<file path="config.mk">
export PLATFORM = sky130hd
export DESIGN_NAME = zqcal_dev_flat
export DESIGN_NICKNAME = d
export VERILOG_FILES = /design/src/common/zqcal_pkg.sv /design/src/common/zqcal_if.sv /design/src/core/zqcal_dev.sv /design/src/flat_wrapper.sv
export SDC_FILE = /design/constraint.sdc
export NUM_CORES = 1
export LEC_CHECK = 0
export CAP_MARGIN = 20
export CORE_MARGIN = 3
export CORE_UTILIZATION = 60
export CTS_BUF_LIST = sky130_fd_sc_hd__clkbuf_8
export DETAILED_ROUTE_END_ITERATION = 10
export DONT_BUFFER_PORTS = 1
export PLACE_DENSITY = 0.79
export RECOVER_POWER = 50
export SLEW_MARGIN = 20
export SYNTH_ARGS = -nofsm -noshare
export SYNTH_HDL_FRONTEND = slang
export SYNTH_SLANG_ARGS = --single-unit
</file>
<file path="constraint.sdc">
create_clock -name core_clk_i -period 3.2 [get_ports core_clk_i]
set_clock_uncertainty 0.2 [all_clocks]
set_input_delay 0.96 -clock core_clk_i [delete_from_list [all_inputs] [get_ports core_clk_i]]
set_output_delay 0.96 -clock core_clk_i [all_outputs]
set_load 0.005 [all_outputs]
</file>
<file path="src/common/zqcal_pkg.sv">
// shared constants and types for the impedance calibration link
package zqcal_pkg;
	localparam int unsigned CLK_MHZ        = 50;
	localparam int unsigned CNT_W          = 24;
	// timing periods in nanoseconds; calibration ones are defaults only, precharge and exit times used directly
	localparam int unsigned T_ZQINIT_NS    = 20480;
	localparam int unsigned T_ZQOPER_NS    = 10240;
	localparam int unsigned T_ZQCS_NS      = 2560;
	localparam int unsigned T_RP_NS        = 15;
	localparam int unsigned T_XSF_NS       = 500;
	localparam int unsigned ZQINIT_CYC     = (T_ZQINIT_NS * CLK_MHZ + 999) / 1000;
	localparam int unsigned ZQOPER_CYC     = (T_ZQOPER_NS * CLK_MHZ + 999) / 1000;
	localparam int unsigned ZQCS_CYC       = (T_ZQCS_NS * CLK_MHZ + 999) / 1000;
	localparam int unsigned RP_CYC         = (T_RP_NS * CLK_MHZ + 999) / 1000;
	localparam int unsigned XSF_CYC        = (T_XSF_NS * CLK_MHZ + 999) / 1000;
	// short calibration corrects one step within this many clocks
	localparam int unsigned ZQCS_STEP_CYC  = 64;
	localparam logic [7:0]  CODE_RESET     = 8'h80;
	localparam logic [7:0]  CODE_STEP      = 8'h01;
	localparam logic [CNT_W-1:0] CNT_ZERO  = 24'h000000;
	localparam logic [CNT_W-1:0] CNT_ONE   = 24'h000001;

	typedef enum logic [1:0] {
		ZQCAL_NONE,
		ZQCAL_LONG,
		ZQCAL_SHORT
	} zqcal_cmd_t;
endpackage

</file>
<file path="src/common/zqcal_if.sv">
// command link between controller and device calibration ends
`timescale 1ns/1ps
interface zqcal_if;
	logic                 cke;
	logic                 odt;
	logic                 cal_cmd_vld;
	zqcal_pkg::zqcal_cmd_t cal_cmd;
	logic                 dq_oe_ctl;
	logic                 dev_busy;

	modport ctl (
		output cke,
		output odt,
		output cal_cmd_vld,
		output cal_cmd,
		output dq_oe_ctl,
		input  dev_busy
	);
	modport dev (
		input  cke,
		input  odt,
		input  cal_cmd_vld,
		input  cal_cmd,
		input  dq_oe_ctl,
		output dev_busy
	);
endinterface

</file>
<file path="src/core/zqcal_dev.sv">
// device end: calibration engine, value transfer and termination override
`timescale 1ns/1ps
// Overview of operation
// - long calibration at power-up, any later time
// - long command runs engine, then transfers values
// - first long after reset gets init period
// - short command corrects drift within short period
// - short command corrects one step per 64 clocks
// - controller repeats short at the programmed interval
// - controller keeps channel quiet during calibration
// - device disables calibration current when done
// - controller waits for banks idle, then precharge time
// - no recalibration after self refresh without command
// - controller waits exit time after self refresh
// - shared resistor: controller never overlaps devices
// - clock enable held high during calibration
// - termination off during calibration, forced if needed
// - all data outputs high impedance during calibration
module zqcal_dev (
	// clock, reset, enable
	input  wire logic             core_clk_i,
	input  wire logic             rst_n_i,
	input  wire logic             clk_en_i,
	// link
	zqcal_if.dev                  link,
	// user side
	input  wire logic [7:0]       target_code_i,
	input  wire logic             sr_exit_i,
	output logic      [7:0]       io_code_o,
	output logic                  cal_current_en_o,
	output logic                  term_en_o,
	output logic                  long_done_o,
	output logic                  cal_err_o
);
	typedef enum logic [1:0] {
		ZQD_IDLE,
		ZQD_LONG,
		ZQD_SHORT
	} zqcal_dev_st_t;

	zqcal_dev_st_t    st_r, st_nxt;
	logic [7:0]       eng_r, eng_nxt;
	logic [7:0]       io_r, io_nxt;
	logic [7:0]       step_r, step_nxt;
	logic             cur_r, cur_nxt;
	logic             term_r, term_nxt;
	logic             long_r, long_nxt;
	logic             err_r, err_nxt;
	logic             busy_r, busy_nxt;
	logic [zqcal_pkg::CNT_W-1:0] xsf_r, xsf_nxt;
	logic             cmd_long;
	logic             cmd_short;

	function automatic logic [7:0] zqd_toward(input logic [7:0] cur, input logic [7:0] tgt);
		if (cur < tgt)
			return cur + zqcal_pkg::CODE_STEP;
		else if (cur > tgt)
			return cur - zqcal_pkg::CODE_STEP;
		else
			return cur;
	endfunction

	function automatic logic zqd_cmd_is(input logic vld, input zqcal_pkg::zqcal_cmd_t cmd,
		input zqcal_pkg::zqcal_cmd_t kind);
		return vld && (cmd == kind);
	endfunction

	// commands only start a run while idle; a busy engine does not run them, the fault watch flags them
	assign cmd_long  = zqd_cmd_is(link.cal_cmd_vld, link.cal_cmd, zqcal_pkg::ZQCAL_LONG);
	assign cmd_short = zqd_cmd_is(link.cal_cmd_vld, link.cal_cmd, zqcal_pkg::ZQCAL_SHORT);

	// sequencer: run state, short-run step, busy and current path
	always_comb begin
		st_nxt   = st_r;
		step_nxt = step_r;
		cur_nxt  = cur_r;
		busy_nxt = busy_r;
		case (st_r)
			ZQD_IDLE: begin
				// self refresh exit alone starts nothing
				if (cmd_long) begin
					st_nxt   = ZQD_LONG;
					cur_nxt  = 1'b1;
					busy_nxt = 1'b1;
				end else if (cmd_short) begin
					st_nxt   = ZQD_SHORT;
					step_nxt = 8'h00;
					cur_nxt  = 1'b1;
					busy_nxt = 1'b1;
				end
			end

			ZQD_LONG: begin
				if (eng_r == target_code_i) begin
					cur_nxt  = 1'b0;
					busy_nxt = 1'b0;
					st_nxt   = ZQD_IDLE;
				end
			end

			ZQD_SHORT: begin
				step_nxt = step_r + 8'h01;
				if (step_r == 8'h01) begin
					cur_nxt  = 1'b0;
					busy_nxt = 1'b0;
					st_nxt   = ZQD_IDLE;
				end
			end

			default: st_nxt = ZQD_IDLE;
		endcase
	end

	always_ff @(posedge core_clk_i or negedge rst_n_i) begin
		if (!rst_n_i) begin
			st_r   <= ZQD_IDLE;
			step_r <= 8'h00;
			cur_r  <= 1'b0;
			busy_r <= 1'b0;
		end else if (clk_en_i) begin
			st_r   <= st_nxt;
			step_r <= step_nxt;
			cur_r  <= cur_nxt;
			busy_r <= busy_nxt;
		end
	end

	// codes: engine walks toward the sensed target, io takes it on transfer
	always_comb begin
		eng_nxt  = eng_r;
		io_nxt   = io_r;
		long_nxt = long_r;
		case (st_r)
			ZQD_IDLE: begin
				if (cmd_long)
					eng_nxt = zqcal_pkg::CODE_RESET;
				else if (cmd_short)
					eng_nxt = io_r;
			end

			ZQD_LONG: begin
				if (eng_r == target_code_i) begin
					io_nxt   = eng_r;
					long_nxt = 1'b1;
				end else begin
					eng_nxt = zqd_toward(eng_r, target_code_i);
				end
			end

			ZQD_SHORT: begin
				// one code step well inside the 64-clock bound
				if (step_r == 8'h00)
					eng_nxt = zqd_toward(eng_r, target_code_i);
				if (step_r == 8'h01)
					io_nxt = eng_r;
			end

			default: eng_nxt = eng_r;
		endcase
	end

	always_ff @(posedge core_clk_i or negedge rst_n_i) begin
		if (!rst_n_i) begin
			eng_r  <= zqcal_pkg::CODE_RESET;
			io_r   <= zqcal_pkg::CODE_RESET;
			long_r <= 1'b0;
		end else if (clk_en_i) begin
			eng_r  <= eng_nxt;
			io_r   <= io_nxt;
			long_r <= long_nxt;
		end
	end

	// termination: off through any run and on a self refresh exit pulse
	always_comb begin
		term_nxt = link.odt;
		if (st_r != ZQD_IDLE || st_nxt != ZQD_IDLE || sr_exit_i)
			term_nxt = 1'b0;
	end

	always_ff @(posedge core_clk_i or negedge rst_n_i) begin
		if (!rst_n_i)
			term_r <= 1'b0;
		else if (clk_en_i)
			term_r <= term_nxt;
	end

	// fault watch: sticky, so a spoiled result is never silently used
	always_comb begin
		xsf_nxt = xsf_r;
		err_nxt = err_r;
		if (sr_exit_i)
			xsf_nxt = zqcal_pkg::CNT_ZERO + zqcal_pkg::XSF_CYC[zqcal_pkg::CNT_W-1:0];
		else if (xsf_r != zqcal_pkg::CNT_ZERO)
			xsf_nxt = xsf_r - zqcal_pkg::CNT_ONE;
		// dropping clock enable mid-run spoils the result
		if (st_r != ZQD_IDLE && !link.cke)
			err_nxt = 1'b1;
		// command on a busy engine or inside the exit guard
		if (link.cal_cmd_vld && (busy_r || xsf_r != zqcal_pkg::CNT_ZERO))
			err_nxt = 1'b1;
	end

	always_ff @(posedge core_clk_i or negedge rst_n_i) begin
		if (!rst_n_i) begin
			xsf_r <= zqcal_pkg::CNT_ZERO;
			err_r <= 1'b0;
		end else if (clk_en_i) begin
			xsf_r <= xsf_nxt;
			err_r <= err_nxt;
		end
	end

	assign io_code_o        = io_r;
	assign cal_current_en_o = cur_r;
	assign term_en_o        = term_r;
	assign long_done_o      = long_r;
	assign cal_err_o        = err_r;
	assign link.dev_busy    = busy_r;
endmodule

</file>
<file path="src/flat_wrapper.sv">
// flat-port wrapper written by rule: the top's interface ports become plain ports
module zqcal_dev_flat 
  (core_clk_i, rst_n_i, clk_en_i, target_code_i, sr_exit_i, io_code_o, cal_current_en_o, term_en_o, long_done_o, cal_err_o, link_cke, link_odt, link_cal_cmd_vld, link_cal_cmd, link_dq_oe_ctl, link_dev_busy);
  zqcal_if link_i ();
  input  wire logic core_clk_i;
  input  wire logic rst_n_i;
  input  wire logic clk_en_i;
  input  wire logic [7:0] target_code_i;
  input  wire logic sr_exit_i;
  output logic      [7:0] io_code_o;
  output logic cal_current_en_o;
  output logic term_en_o;
  output logic long_done_o;
  output logic cal_err_o;
  input wire logic [$bits(link_i.cke)-1:0] link_cke;
  input wire logic [$bits(link_i.odt)-1:0] link_odt;
  input wire logic [$bits(link_i.cal_cmd_vld)-1:0] link_cal_cmd_vld;
  input wire logic [$bits(link_i.cal_cmd)-1:0] link_cal_cmd;
  input wire logic [$bits(link_i.dq_oe_ctl)-1:0] link_dq_oe_ctl;
  output wire logic [$bits(link_i.dev_busy)-1:0] link_dev_busy;
  assign link_i.cke = link_cke;
  assign link_i.odt = link_odt;
  assign link_i.cal_cmd_vld = link_cal_cmd_vld;
  assign link_i.cal_cmd = link_cal_cmd;
  assign link_i.dq_oe_ctl = link_dq_oe_ctl;
  assign link_dev_busy = link_i.dev_busy;
  zqcal_dev u_core (.core_clk_i(core_clk_i), .rst_n_i(rst_n_i), .clk_en_i(clk_en_i), .link(link_i), .target_code_i(target_code_i), .sr_exit_i(sr_exit_i), .io_code_o(io_code_o), .cal_current_en_o(cal_current_en_o), .term_en_o(term_en_o), .long_done_o(long_done_o), .cal_err_o(cal_err_o));
endmodule
</file>
== Word level (Yosys, flattened, before mapping) ==
Cells that the tools add are included.
Word-level totals
  bits in registers: 54
  latch bits: 0
  RAM bits: 0
  bits in read-only memories: 0
  bits of input ports: 18
  output and inout port bits: 13
  logic and storage cells: 81
  memories: 0
Cells by class
  $add $sub $neg: 4
  $mul: 0
  div/mod/pow operators: 0
  order comparisons: 2
  equal/unequal tests: 13
  shift-type cells: 0
  mux-type cells: 28
  bitwise logic cells: 0
  reduce and logical (&&, ||, !) cells: 25
Operators with widths (number)
  $mux W8: 10
  $mux W24: 2
  $pmux W8 S2: 2
  $pmux W8 S3: 1
  $reduce_bool A24 Y1: 1
  $sub A24 B1 Y24 const B: 1
  $add A8 B1 Y8 const B: 2
  $reduce_bool A2 Y1: 6
  $reduce_and A5 Y1: 2
  $eq A8 B1 Y1 const B: 1
  $eq A8 B8 Y1: 1
  $gt A8 B8 Y1: 1
  $logic_not A8 Y1: 1
  $lt A8 B8 Y1: 1
  $mux W2: 4
  $ne A2 B1 Y1 const B: 4
  $reduce_and A4 Y1: 2
  $sub A8 B1 Y8 const B: 1
  $mux W1: 7
  $pmux W2 S3: 1
  $eq A2 B1 Y1 const B: 2
  $eq A2 B2 Y1 const B: 2
  $logic_and A1 B1 Y1: 4
  $ne A2 B2 Y1 const B: 2
  8 further kinds: 11

== Logic depth before layout (Yosys ltp) ==
  depth after elaboration: 9
  gate-level depth with buffers: 14
  gate-level depth less buffers: 14

== Worst setup path before layout ==
OpenSTA, ideal clock, no wires.
  kind: in2reg
  from: input target_code_i[1]
  to: register u_core.eng_r[7]
  setup time: 0.064 ns
  arrival: 3.548 ns
  data required time: 2.936 ns
  path slack: -0.612 ns
  stages: 13
  buffers on the path: 0
  path through: inv_1 ha_1 nor2b_1 o211ai_1 a21oi_1 or2_2 ha_1 a21oi_1 o211ai_1 o41ai_1 xor2_1 or4b_1 nand3_1
Between the ends
  cells in the longest elaborated chain, start to end: 5
  elaborated cells on any way between the ends: 10
  those cells by class: order compare: 2; eq/ne: 2; mux: 5; reduce/logical: 1
Ends and longest elaborated chain
  start: declaration: line flat_wrapper.sv:8  | input wire logic [7:0] target_code_i;
  $gt A8 B8 Y1: line zqcal_dev.sv:57  | else if (cur > tgt)
  $mux W8
  $mux W8: line zqcal_dev.sv:55  | if (cur < tgt)
  $mux W8 (on tied branches): line zqcal_dev.sv:152, zqcal_dev.sv:142
  $pmux W8 S3: line zqcal_dev.sv:133  | case (st_r)
  end signal: assignment: line zqcal_dev.sv:164  | eng_r <= zqcal_pkg::CODE_RESET;
  end signal: assignment: line zqcal_dev.sv:168  | eng_r <= eng_nxt;
  end: declaration: line zqcal_dev.sv:42  | logic [7:0] eng_r, eng_nxt;
Parallel ways exist; a longest one is shown, timed or not. The select of a mux whose other input is x is not followed.
A chain may end at the register's enable or synchronous reset.

== Final worst setup path ==
Ends and elaborated chain as after synthesis.

==> metrics.md <==
| Metric | Value |
|---|---|
| Max Fclk | 283 MHz |
| Worst setup endpoint | u_core.eng_r[7]$_DFFE_PN1P_ |
| Reg2Reg Depth | 13 |
| Area contributors post-synth | dfrtp_1, ha_1, nor2_1, nand2_1, xor2_1 |
| Core area | 0.00524 sq mm |
| Share of layout cells above drive strength 1 | 0.176 |
| Flops & latches, synth | 54 |
| Post-synth EDFFs | 0 |
| Footprint of the multi-input gates | 0.00198 sq mm |
| Peak VDD IR | 0.442 mV |
| Synth Cell Area | 0.00333 sq mm |
| Leak Pwr | 1.76 nW |
| Most frequent cells in the layout | dfrtp_1, nor2_1, nand2_1 |
| Gr usage total | 0.230 |
| Final min period | 3.53 ns |
| Number of global-route vias before repair | 2,616 |
| Most common cell after layout, fill and taps aside | dfrtp_1 |
| First-pass GRT wire length | 11,600 um |
| Worst Path Max Fanout | 5 |
| RR Endpoint | u_core.eng_r[7]$_DFFE_PN1P_ |
| Type of element capturing the critical path | register |
| DIE AREA | 0.00649 sq mm |
| Gp weighted congestion | 0.807 |
| First-pass DRT Iterations | 4 |
| Seq. cell area | 0.00135 sq mm |
| I/O pins | 31 |
| Slew margin rel. | 0.565 |
| Post-synthesis sequential area ratio | 0.406 |
| Final Slew Violations | 0 |
| Initial Util | 0.637 |
| Detailed-route DRC error count | 0 |
| Dpl hpwl | 4870 um |
| Tightest Pin Transition | 0.653 ns |
| Cell Pwr Density | 760 mW/mm^2 |
| Critical Path AT | 3.58 ns |
| Fin crit share | 1.10 |
| Avg WL per Cell | 14.5 um |
| Synth unique cells | 51 |
| CTS tree | built |
| Syn_area_per_cell | 9.01 sq um |
| Post-DRT Antenna Nets | 0 |
| Vias after detailed routing | 2,637 |
| Rows | 26 |
| Cells after synthesis | 370 |
| Clock Path Buffers | 2 |
| Failing checks | negative setup slack |
| Final Hold Slack | 0.129 ns |
| Ys async rst share | 1.00 |
| Critical Path Start | target_code_i[1] |
| CP Class | input pin to register |
| Status | finished, violations left |
| Syn nets | 412 |
| RSZ-0062 raised after global routing | yes |
| Initial antenna violation count | 0 |
| Num CTS Buffers | 5 |
| Worst skew pair latency | 0.31 ns |
| # fillers | 389 |
| CP required | 3.25 ns |
| Die width | 80.6 um |
| Final Hold Fails | 0 |
| Die Height | 80.6 um |
| Area leader, netlist | dfrtp_1 |
| Count of input and output buffers | 0 |
| First DRT Iteration DRCs | 90 |
| Grt total ovfl | 0 |
| Dominant synthesized flop cell | dfrtp_1 |
| Max-Cap Viols | 0 |
| Ys Warns | 0 |
| Root Driver | clkbuf_8 |
| Worst slack at placement | -0.583 ns |
| CTS HTree Levels | 2 |
| Critical Path Source Type | input pin |
| Post-synth top area share | 0.390 |
| Final setup margin | -0.331 ns |
| Largest net degree at the start of global routing | 55 |
| Vias per cell | 5.65 |
| FF-to-FF setup slack | -0.14 ns |
| Final count of negative-setup-slack endpoints | 4 |
| WL final | 6770 um |
| RR Startpoint | u_core.eng_r[1]$_DFFE_PN0P_ |
| Nets | 438 |
| Layout area overhead | 15.2% |
| Antenna Cells | 0 |
| Worst Hold Class | input pin to async pin |
| Clock sinks | 54 |
| Clock slew at the register clock pins of the worst setup and hold paths | 0.10 ns |
## how the worst min path moves through the flow
stage / from / end / cells past startpoint
floorplan: u_core.cal_err_o$_DFFE_PN0P_ / u_core.cal_err_o$_DFFE_PN0P_ / 1
global placement: u_core.xsf_r[1]$_DFFE_PN0P_ / u_core.xsf_r[1]$_DFFE_PN0P_ / 2
detailed placement: u_core.step_r[1]$_DFFE_PN0P_ / u_core.step_r[1]$_DFFE_PN0P_ / 2
CTS: rst_n_i / u_core.xsf_r[4]$_DFFE_PN0P_ / 0
global route: rst_n_i / u_core.xsf_r[1]$_DFFE_PN0P_ / 0
finish: rst_n_i / u_core.term_en_o$_DFFE_PN0P_ / 0
## cells by family (layout without fill, tap and decap cells)
group / count (synthesis) / count (layout) / synth area share
flip-flops: 54 / 54 / 0.406
multiplexers: 12 / 12 / 0.0390
adder cells (fa/ha/maj): 24 / 24 / 0.0923
AO/OA/AOI/OAI: 65 / 65 / 0.116
buffers and inverters: 29 / 56 / 0.0338
AND/OR/NAND/NOR: 157 / 157 / 0.236
XOR/XNOR: 29 / 29 / 0.0762
## repair_timing
item                                   in CTS  in global routing
hold buffers                                0                  0
pin swaps                                   2                 16
resized for setup                           1                 10
setup buffers                               1                  3
setup endpoints to repair                   2                  3
endpoints found under the hold margin       0                  0
cloned                                      0                  0
## registers in the layout, summed over array words and instances, names as in the netlist
name	count
u_core.xsf_r	24
u_core.eng_r	8
u_core.io_code_o	8
u_core.step_r	8
u_core.st_r	2
u_core.cal_current_en_o	1
u_core.cal_err_o	1
u_core.long_done_o	1
u_core.term_en_o	1
## metrics by stage
step | power [mW] | util | cells | area (sq um) | setup TNS (ns)
CTS | 2.83 | 0.720 | 464 | 3770 | -0.425
finish | 2.92 | 0.733 | 467 | 3840 | -0.546
floorplan | 1.97 | - | 370 | 3420 | -0.609
global placement | 2.34 | 0.698 | 455 | 3660 | -1.18
detailed placement | 2.39 | 0.698 | 455 | 3660 | -1.41
global route | 3.18 | 0.733 | 467 | 3840 | -1.11
## cell usage after synthesis, types with 2 or more instances
master / count
mux2i_1: 4
o31ai_1: 3
nand3_1: 13
dfrtp_1: 52
nor3b_1: 3
mux2_2: 8
nand2b_1: 3
a21o_1: 2
o211ai_1: 4
a21oi_1: 23
clkbuf_1: 6
nand2_1: 45
xor2_1: 19
buf_1: 3
a211oi_1: 2
ha_1: 23
and2_1: 3
xnor2_1: 10
o21bai_1: 2
o22ai_1: 2
nor3_1: 7
dfstp_2: 2
nor4_1: 6
nand4_1: 3
or3_1: 3
o21ai_0: 20
nand3b_1: 4
nor2b_1: 7
nor2_1: 48
inv_1: 19
## power by group
| group | internal (mW) | switching [mW] |
|---|---|---|
| clock network | 0.199 | 0.225 |
| registers | 0.844 | 0.154 |
| logic | 0.758 | 0.738 |
| total | 1.80 | 1.12 |
## metal layers
| layer | vias up | share of wire | track usage | wire length (um) |
|---|---|---|---|---|
| met5 | - | 0 | 0 | 0 |
| met4 | 0 | 0.011 | 0.0743 | 72 |
| met3 | 8 | 0.051 | 0.0583 | 345 |
| met2 | 39 | 0.50 | 0.394 | 3370 |
| met1 | 1262 | 0.44 | 0.281 | 2980 |
| li1 | 1328 | - | - | - |
## cell type report
type / count / area share
tap: 70 / 0.0228
multi-input combinational: 287 / 0.516
sequential: 54 / 0.353
inverter: 19 / 0.0205
timing repair buffer: 29 / 0.0609
clock buffer: 7 / 0.0251
clock inverter: 1 / 0.00228
## critical path, cell delays in order
cell,delay [ns]
inv_8,0.01
ha_4,0.20
nor2b_4,0.12
o211ai_1,0.24
a21oi_2,0.10
or2_4,0.31
buf_12,0.14
ha_4,0.21
nand3_1,0.07
o211ai_1,0.13
o41ai_2,0.38
xor2_1,0.13
or4b_1,0.47
nand3_1,0.08
Power figures use the tool's default switching activity.
